## config.mk

```make
export PLATFORM = sky130hd
export DESIGN_NAME = mcu_reset_generator
export DESIGN_NICKNAME = d
export VERILOG_FILES = /design/src/include/rst_gen_pkg.sv /design/src/pulse_stretch.sv /design/src/mcu_reset_generator.sv
export SDC_FILE = /design/constraint.sdc
export NUM_CORES = 1
export LEC_CHECK = 0
export ABC_AREA = 1
export BUFFER_PORTS_ARGS = -buffer_cell sky130_fd_sc_hd__buf_2
export CORE_MARGIN = 2
export CORE_UTILIZATION = 49
export CTS_CLUSTER_SIZE = 28
export DETAILED_ROUTE_END_ITERATION = 6
export PLACE_DENSITY = 0.95
export SLEW_MARGIN = 15
export SYNTH_ARGS = -nofsm -noshare
export SYNTH_HDL_FRONTEND = slang
export SYNTH_SLANG_ARGS = --single-unit
```

## constraint.sdc

```tcl
create_clock -name clk_i -period 2.9 [get_ports clk_i]
set_input_delay 0.58 -clock clk_i [delete_from_list [all_inputs] [get_ports clk_i]]
set_output_delay 0.58 -clock clk_i [all_outputs]
set_load 0.02 [all_outputs]
```

## src/include/rst_gen_pkg.sv

```systemverilog
package rst_gen_pkg;

    // ----------------------------------------
    // timing
    // ----------------------------------------
    localparam int CLK_HZ = 25000000;
    // pin pulse lengths in fc periods; the block clock stands in for fc
    localparam int PULSE_MIN_FC = 8;
    localparam int PULSE_MAX_FC = 24;
    localparam int PULSE_FC = 16;
    localparam int EXT_MIN_FC = 12;
    localparam int CNT_W = 5;
    localparam logic [CNT_W-1:0] PULSE_CYC = CNT_W'(PULSE_FC);
    localparam logic [CNT_W-1:0] EXT_CYC = CNT_W'(EXT_MIN_FC);
    localparam logic [CNT_W-1:0] CNT_ZERO = 5'h00;

    // ----------------------------------------
    // memory map
    // ----------------------------------------
    localparam int ADDR_W = 20;
    localparam logic [ADDR_W-1:0] VEC_LO = 20'hFFFFC;
    localparam logic [ADDR_W-1:0] VEC_MID = 20'hFFFFD;
    localparam logic [ADDR_W-1:0] VEC_HI = 20'hFFFFE;
    localparam logic [ADDR_W-1:0] SFR_LO = 20'h00000;
    localparam logic [ADDR_W-1:0] SFR_HI = 20'h0003F;
    localparam logic [ADDR_W-1:0] RAM_LO = 20'h00040;
    localparam logic [ADDR_W-1:0] RAM_HI = 20'h0083F;

    // ----------------------------------------
    // register map (wishbone, byte addresses)
    // ----------------------------------------
    localparam logic [7:0] REG_SYSCTL = 8'h00;
    localparam logic [7:0] REG_STATUS = 8'h04;
    localparam logic [7:0] REG_CORE = 8'h08;
    localparam int MAIN_OSC_BIT = 7;
    localparam int LOWF_OSC_BIT = 6;
    localparam int SYSCLK_SEL_BIT = 5;
    localparam logic [7:0] SYSCTL_RST = 8'hC0;

    // cause codes in the status register
    localparam int CAUSE_EXT = 0;
    localparam int CAUSE_TRAP = 1;
    localparam int CAUSE_WDT = 2;
    localparam int CAUSE_CLK = 3;

    typedef enum logic [1:0] {
        ST_RUN = 2'b00,
        ST_PULSE = 2'b01,
        ST_EXT = 2'b10,
        ST_VEC = 2'b11
    } phase_e;

    typedef struct packed {
        logic master_irq_enable;
        logic [15:0] individual_irq_enables;
        logic [15:0] irq_latches;
        logic [3:0] bank_selector;
        logic jump_status_flag;
        logic wdt_enable;
        logic [7:0] prescaler;
    } core_init_s;

endpackage

```

## src/pulse_stretch.sv

```systemverilog
`timescale 1ns/10ps

// holds a request high for a fixed count once triggered
module pulse_stretch
    import rst_gen_pkg::*;
#(
    parameter logic [CNT_W-1:0] LEN = PULSE_CYC
) (
    // clock and reset
    input wire logic clk_i,
    input wire logic rst_i,
    // trigger and stretched output
    input wire logic trig_i,
    output logic busy_o
);

    logic [CNT_W-1:0] cnt;

    always_ff @(posedge clk_i) begin
        if (rst_i) begin
            cnt <= CNT_ZERO;
        end else if (trig_i && cnt == CNT_ZERO) begin
            cnt <= LEN;
        end else if (cnt != CNT_ZERO) begin
            cnt <= cnt - 5'h01;
        end
    end

    assign busy_o = (cnt != CNT_ZERO);

endmodule

```

## src/mcu_reset_generator.sv

```systemverilog
`timescale 1ns/10ps

// What this block does
// [RL1] merge external pin, address trap, watchdog and clock stop into one reset
// [RL2] fault detectors are not cleared by power-up itself
// [RL3] at power-up the pin is driven low at most 24 fc periods; this block keeps the pin released at power-up
// [RL4] outside party holds the pin low at least 12 fc for full reset
// [RL5] stay in reset while pin low, leave when it returns high
// [RL6] on release load pc from vector bytes at top of memory
// [RL7] fetch from ram or sfr area raises address-trap reset
// [RL8] address-trap reset drives pin low for 8 to 24 fc
// [RL9] both oscillator enables cleared together gives a clock reset
// [RL10] clock reset drives pin from released to low for 8 to 24 fc
// [RL11] reset clears master irq enable, individual enables and latches
// [RL12] reset sets bank selector 0, jump flag 1, leaves others alone
// [RL13] reset clears prescaler and divider, leaves watchdog enabled
// [RL14] stopping the selected system clock counts as deadlock
// [RL15] pin is open drain, released when no internal reset
module mcu_reset_generator
    import rst_gen_pkg::*;
(
    // clock and reset
    input wire logic clk_i,
    input wire logic rst_i,
    // reset pin (open drain)
    input wire logic reset_pin_n_i,
    output logic reset_pin_o,
    output logic reset_pin_oe_o,
    // cpu side
    input wire logic fetch_i,
    input wire logic [ADDR_W-1:0] fetch_addr_i,
    input wire logic wdt_req_i,
    input wire logic [7:0] vec_data_i,
    output logic [ADDR_W-1:0] vec_addr_o,
    output logic core_rst_o,
    output logic pc_load_o,
    output logic [ADDR_W-1:0] pc_o,
    output core_init_s core_init_o,
    // wishbone slave
    input wire logic wb_cyc_i,
    input wire logic wb_stb_i,
    input wire logic wb_we_i,
    input wire logic [7:0] wb_adr_i,
    input wire logic [3:0] wb_sel_i,
    input wire logic [31:0] wb_dat_i,
    output logic [31:0] wb_dat_o,
    output logic wb_ack_o
);

    // ----------------------------------------
    // state
    // ----------------------------------------
    phase_e phase;
    logic [7:0] sysctl;
    logic [3:0] cause;
    logic [CNT_W-1:0] ext_cnt;
    logic [1:0] vec_idx;
    logic [ADDR_W-1:0] pc_acc;
    logic stretch_busy;
    logic stretch_clr;
    logic trap_hit;
    logic clk_stop;
    logic internal_req;
    logic wr_sysctl;
    logic [7:0] next_sysctl;

    // ----------------------------------------
    // fault detection
    // ----------------------------------------
    always_comb begin
        trap_hit = fetch_i && !core_rst_o &&
            ((fetch_addr_i >= SFR_LO && fetch_addr_i <= SFR_HI) ||
             (fetch_addr_i >= RAM_LO && fetch_addr_i <= RAM_HI)); // see [RL7]
    end

    assign wr_sysctl = wb_cyc_i && wb_stb_i && wb_we_i && !wb_ack_o &&
        wb_adr_i == REG_SYSCTL && wb_sel_i[0];
    assign next_sysctl = wr_sysctl ? wb_dat_i[7:0] : sysctl;

    // catch the bad write itself so the oscillator never really stops
    always_comb begin
        clk_stop = !next_sysctl[MAIN_OSC_BIT] &&
            !next_sysctl[LOWF_OSC_BIT]; // see [RL9]
        if (!next_sysctl[SYSCLK_SEL_BIT] && !next_sysctl[MAIN_OSC_BIT]) begin
            clk_stop = 1'b1; // see [RL14]
        end
        if (next_sysctl[SYSCLK_SEL_BIT] && !next_sysctl[LOWF_OSC_BIT]) begin
            clk_stop = 1'b1; // see [RL14]
        end
    end

    assign internal_req = trap_hit || wdt_req_i || clk_stop; // see [RL1]

    // cleared while the vector is fetched, never by power-up itself; until
    // then its count may be unknown, and only the pulse phase reads it
    assign stretch_clr = (phase == ST_VEC);

    pulse_stretch #(
        .LEN(PULSE_CYC)
    ) u_stretch (
        .clk_i(clk_i),
        .rst_i(stretch_clr), // see [RL2]
        .trig_i(internal_req),
        .busy_o(stretch_busy)
    );

    // ----------------------------------------
    // system control register
    // ----------------------------------------
    always_ff @(posedge clk_i) begin
        if (rst_i) begin
            sysctl <= SYSCTL_RST;
        end else if (wr_sysctl && !clk_stop) begin
            sysctl <= wb_dat_i[7:0];
        end else if (phase == ST_PULSE) begin
            sysctl <= SYSCTL_RST; // see [RL9]
        end
    end

    // ----------------------------------------
    // reset sequencing
    // ----------------------------------------
    always_ff @(posedge clk_i) begin
        if (rst_i) begin
            phase <= ST_EXT;
            ext_cnt <= CNT_ZERO;
        end else begin
            case (phase)
                ST_RUN: begin
                    if (internal_req) begin
                        phase <= ST_PULSE; // see [RL1]
                    end else if (!reset_pin_n_i) begin
                        phase <= ST_EXT; // see [RL5]
                    end
                end
                ST_PULSE: begin
                    if (!stretch_busy && !internal_req) begin
                        phase <= ST_EXT;
                    end
                end
                ST_EXT: begin
                    if (reset_pin_n_i) begin
                        phase <= ST_VEC; // see [RL5]
                    end
                end
                ST_VEC: begin
                    if (!reset_pin_n_i) begin
                        phase <= ST_EXT;
                    end else if (vec_idx == 2'd2) begin
                        phase <= ST_RUN; // see [RL6]
                    end
                end
                default: phase <= ST_EXT;
            endcase
            if (!reset_pin_n_i && ext_cnt != EXT_CYC) begin
                ext_cnt <= ext_cnt + 5'h01; // pin-low length, read by checks
            end else if (reset_pin_n_i) begin
                ext_cnt <= CNT_ZERO;
            end
        end
    end

    // ----------------------------------------
    // vector fetch
    // ----------------------------------------
    always_ff @(posedge clk_i) begin
        if (rst_i) begin
            vec_idx <= 2'd0;
            pc_acc <= 20'h00000;
        end else if (phase == ST_VEC) begin
            vec_idx <= vec_idx + 2'd1;
            case (vec_idx)
                2'd0: pc_acc[7:0] <= vec_data_i; // see [RL6]
                2'd1: pc_acc[15:8] <= vec_data_i;
                default: pc_acc[19:16] <= vec_data_i[3:0];
            endcase
        end else begin
            vec_idx <= 2'd0;
        end
    end

    always_ff @(posedge clk_i) begin
        if (rst_i) begin
            vec_addr_o <= VEC_LO;
        end else if (phase == ST_VEC && vec_idx == 2'd0) begin
            vec_addr_o <= VEC_MID;
        end else if (phase == ST_VEC && vec_idx == 2'd1) begin
            vec_addr_o <= VEC_HI;
        end else begin
            vec_addr_o <= VEC_LO;
        end
    end

    always_ff @(posedge clk_i) begin
        if (rst_i) begin
            pc_load_o <= 1'b0;
            pc_o <= 20'h00000;
        end else begin
            pc_load_o <= (phase == ST_VEC && vec_idx == 2'd2);
            if (phase == ST_VEC && vec_idx == 2'd2) begin
                pc_o <= {vec_data_i[3:0], pc_acc[15:0]}; // see [RL6]
            end
        end
    end

    // ----------------------------------------
    // outputs: pin and core reset
    // ----------------------------------------
    always_ff @(posedge clk_i) begin
        if (rst_i) begin
            reset_pin_o <= 1'b0;
            reset_pin_oe_o <= 1'b0; // see [RL3]
            core_rst_o <= 1'b1;
        end else begin
            reset_pin_o <= 1'b0; // see [RL15]
            reset_pin_oe_o <= (phase == ST_PULSE) ||
                (phase == ST_RUN && internal_req); // see [RL8] [RL10]
            core_rst_o <= (phase != ST_RUN) || internal_req ||
                !reset_pin_n_i; // see [RL5]
        end
    end

    always_ff @(posedge clk_i) begin
        if (rst_i) begin
            core_init_o.master_irq_enable <= 1'b0;
            core_init_o.individual_irq_enables <= 16'h0000;
            core_init_o.irq_latches <= 16'h0000;
            core_init_o.bank_selector <= 4'h0;
            core_init_o.jump_status_flag <= 1'b1;
            core_init_o.wdt_enable <= 1'b1;
            core_init_o.prescaler <= 8'h00;
        end else begin
            core_init_o.master_irq_enable <= 1'b0; // see [RL11]
            core_init_o.individual_irq_enables <= 16'h0000; // see [RL11]
            core_init_o.irq_latches <= 16'h0000; // see [RL11]
            core_init_o.bank_selector <= 4'h0; // see [RL12]
            core_init_o.jump_status_flag <= 1'b1; // see [RL12]
            core_init_o.wdt_enable <= 1'b1; // see [RL13]
            core_init_o.prescaler <= 8'h00; // see [RL13]
        end
    end

    // ----------------------------------------
    // cause record and wishbone slave
    // ----------------------------------------
    always_ff @(posedge clk_i) begin
        if (rst_i) begin
            cause <= 4'h0;
        end else if (phase == ST_RUN) begin
            if (internal_req || !reset_pin_n_i) begin
                cause <= {clk_stop, wdt_req_i, trap_hit,
                    !internal_req && !reset_pin_n_i};
            end
        end
    end

    always_ff @(posedge clk_i) begin
        if (rst_i) begin
            wb_ack_o <= 1'b0;
            wb_dat_o <= 32'h00000000;
        end else begin
            wb_ack_o <= wb_cyc_i && wb_stb_i && !wb_ack_o;
            case (wb_adr_i)
                REG_SYSCTL: wb_dat_o <= {24'h000000, sysctl};
                REG_STATUS: wb_dat_o <= {26'h0, phase, cause};
                REG_CORE: wb_dat_o <= {12'h000, pc_o};
                default: wb_dat_o <= 32'h00000000;
            endcase
        end
    end
endmodule

```

==> insert_results.sql <==
INSERT INTO impl_metrics (metric_group, metric, value, unit) VALUES
('die', 'die-area', '8640', 'um2'),
('power', 'irDropWorstVdd', '273', 'uV'),
('critical_path', 'worst_ep_required_time', '3.17', 'ns'),
('cells_and_area', 'multiInputGateArea', '1640', 'um2'),
('yosys', 'synth_area_leader_cell', 'dfxtp_1', ''),
('clocking', 'cts-resized-gates', '0', ''),
('critical_path', 'worstPathArrival', '2.16', 'ns'),
('critical_path', 'critPathBufInv', '1', ''),
('cells_and_area', 'antenna_cells_inserted', '0', ''),
('clocking', 'cts_hold_buffers', '0', ''),
('clocking', 'max-clock-path-buffers', '2', ''),
('yosys', 'synth-seq-cells', '83', ''),
('power', 'pwr-share-seq', '0.472', ''),
('power', 'sw_frac_of_total', '0.335', ''),
('yosys', 'post_synth_most_frequent_cells', '89 x nand2_1, 83 x dfxtp_1, 78 x buf_4', ''),
('critical_path', 'critPathCaptureType', 'flip-flop', ''),
('sta', 'hold_viol_final', '0', ''),
('sta', 'final_max_slew_viol_count', '0', ''),
('job', 'max_cap_violations', '0', ''),
('placement', 'place.port_buffers', '92', ''),
('cells_and_area', 'layout_cells_sized_above_1', '0.214', ''),
('drt', 'via_count', '3272', ''),
('critical_path', 'crit_path_max_incr_delay', '0.26', 'ns'),
('power', 'clkPwrFrac', '0.308', ''),
('grt', 'grt_pass1_vias', '3148', ''),
('power', 'power_density', '643', 'nW/um2'),
('clocking', 'clkTransAtPathRegs', '0.09', 'ns'),
('critical_path', 'worst_path_max_delay_cell', 'nor2_4', ''),
('grt', 'grt_pass1_wl', '13.4', 'mm'),
('grt', 'maximum_number_of_pins_on_one_net_before_global_route_repair', '55', ''),
('cells_and_area', 'areaGrowthSynthToFinish', '11.7', '%'),
('sta', 'finClkSkew', '0.0125', 'ns'),
('drt', 'avgViaCountPerCell', '4.63', ''),
('clocking', 'number_of_setup_buffers_added_after_cts', '0', ''),
('critical_path', 'crit_path_max_fanout', '12', ''),
('grt', 'grt_antenna_before_repair', '0', ''),
('critical_path', 'cpMostUsedCell', 'nand2_1', ''),
('sta', 'final.min_clock_period', '1.89', 'ns'),
('die', 'top_level_ports', '204', ''),
('clocking', 'depth_of_the_cts_h_tree', '3', ''),
('drt', 'remaining_drc_errors', '0', ''),
('sta', 'rsz0062_at_grt', 'no', ''),
('clocking', 'numCtsBuffers', '9', ''),
('outcome', 'status', 'finished clean', ''),
('yosys', 'synth_top_area_frac', '0.429', ''),
('power', 'report.power.total', '2.78', 'mW'),
('cells_and_area', 'final_net_count', '684', ''),
('sta', 'max_freq', '530', 'MHz'),
('clocking', 'numClockSinks', '83', ''),
('critical_path', 'path_class', 'input port to flip-flop', ''),
('power', 'leakagePower', '2.18', 'nW'),
('die', 'chip_height', '92.9', 'um'),
('yosys', 'synth.lib_cells_used.distinct', '33', ''),
('yosys', 'yosysWarnings', '0', ''),
('yosys', 'post-synth-top-count-cell', 'nand2_1', ''),
('die', 'die_x', '92.9', 'um'),
('power', 'internal', '1.85', 'mW'),
('power', 'net-switching-power', '0.933', 'mW'),
('yosys', 'synth_seq_area_share', '0.429', ''),
('yosys', 'synthFlopType', 'dfxtp_1', ''),
('yosys', 'post_synthesis_cell_area', '3880', 'um2'),
('sta', 'worst_slew_pin_slew', '0.654', 'ns'),
('drt', 'detail_route.iter0.violations', '283', ''),
('placement', 'dp_hpwl', '6.10', 'mm'),
('power', 'combinational_share_of_power', '0.220', ''),
('yosys', 'synth_edf_count', '0', ''),
('clocking', 'tritoncts', 'yes', ''),
('sta', 'setup_viol', '0', ''),
('drt', 'post_drt_wl_per_cell', '11.4', 'um'),
('grt', 'track_usage', '0.191', ''),
('die', 'placeableCoreArea', '7690', 'um2');
power groups by stage:
stage	combinational (mW)	sequential [mW]	clock (mW)
5_1_grt	0.691	1.33	0.915
3_5_place_dp	0.604	1.34	0
4_1_cts	0.608	1.31	0.864
6_report	0.611	1.32	0.858
2_1_floorplan	0.532	1.34	0
3_3_place_gp	0.561	1.33	0
placed cells by master, fill, tap and decap left out, types with 3 or more instances in the layout:
cell       n
buf_2     92
nand2_1   89
dfxtp_1   83
conb_1    78
inv_1     54
nor2_1    46
a21oi_1   41
o21ai_0   30
nand3_1   24
clkbuf_8   9
o21ai_1    7
o211ai_1   5
ha_1       5
nand4_1    4
nor2_2     3
nand2_2    3
nand2_4    3
registers in the layout, summed over array words and instances (netlist names):
| name | flops |
|---|---|
| sysctl | 8 |
| reset_pin_oe_o | 1 |
| core_rst_o | 1 |
| u_stretch.cnt | 5 |
| pc_o | 20 |
| pc_acc | 16 |
| pc_load_o | 1 |
| vec_idx | 2 |
| vec_addr_o | 2 |
| wb_dat_o | 20 |
| wb_ack_o | 1 |
| phase | 2 |
| cause | 4 |
worst paths after layout:
check | from | endpoint | slack (ns) | cells past startpoint
setup reg to reg | wb_ack_o$_SDFF_PP0_ | sysctl[3]$_SDFFE_PP0P_ | 1.16 | 11
hold / removal | vec_data_i[5] | pc_acc[5]$_SDFFE_PP0P_ | 0.43 | 3
hold reg to reg | pc_acc[15]$_SDFFE_PP0P_ | pc_o[15]$_SDFFE_PP0P_ | 0.46 | 2
setup / recovery | wb_adr_i[1] | sysctl[3]$_SDFFE_PP0P_ | 1.01 | 12
final cells by class:
class / instances / area share
Sequential cell: 83 / 0.384
Multi-Input combinational cell: 354 / 0.380
Timing Repair Buffer: 94 / 0.110
Inverter: 57 / 0.0494
Tap cell: 102 / 0.0295
Clock buffer: 9 / 0.0286
Clock inverter: 7 / 0.0191
worst register-to-register path, delay by kind of cell (launching register included):
kind / cells / cell delay [ns]
buffers and inverters: 1 / 0.05
DFF: 1 / 0.33
and+or+nand+nor: 9 / 1.08
AOI/OAI and AO/OA: 1 / 0.19
stage by stage:
| step | std cells | hold slack [ns] | util | area [um2] | setup slack [ns] |
|---|---|---|---|---|---|
| floorplan | 585 | 0.417 | - | 4160 | 1.10 |
| global placement | 690 | 0.427 | 0.536 | 4120 | 0.720 |
| detailed placement | 690 | 0.445 | 0.536 | 4120 | 0.683 |
| CTS | 706 | 0.421 | 0.563 | 4330 | 1.03 |
| global route | 706 | 0.438 | 0.563 | 4330 | 0.812 |
| finish | 706 | 0.426 | 0.563 | 4330 | 1.01 |
kinds of logic after synthesis:
logic type | Yosys count | share of synthesized area
compound gates | 86 | 0.117
buf+inv | 148 | 0.221
flops | 83 | 0.429
simple gates | 184 | 0.214
other cells | 2 | 0.00194
xor+xnor | 1 | 0.00226
fa+ha+maj | 5 | 0.0161
routing by layer:
metal	track usage	share of wire	up-vias
li1	-	-	1632
met1	0.221	0.40	1488
met2	0.344	0.52	138
met3	0.0439	0.067	14
met4	0.0662	0.015	0
met5	0	0	-
No activity file was read; power rests on OpenSTA's default activity.
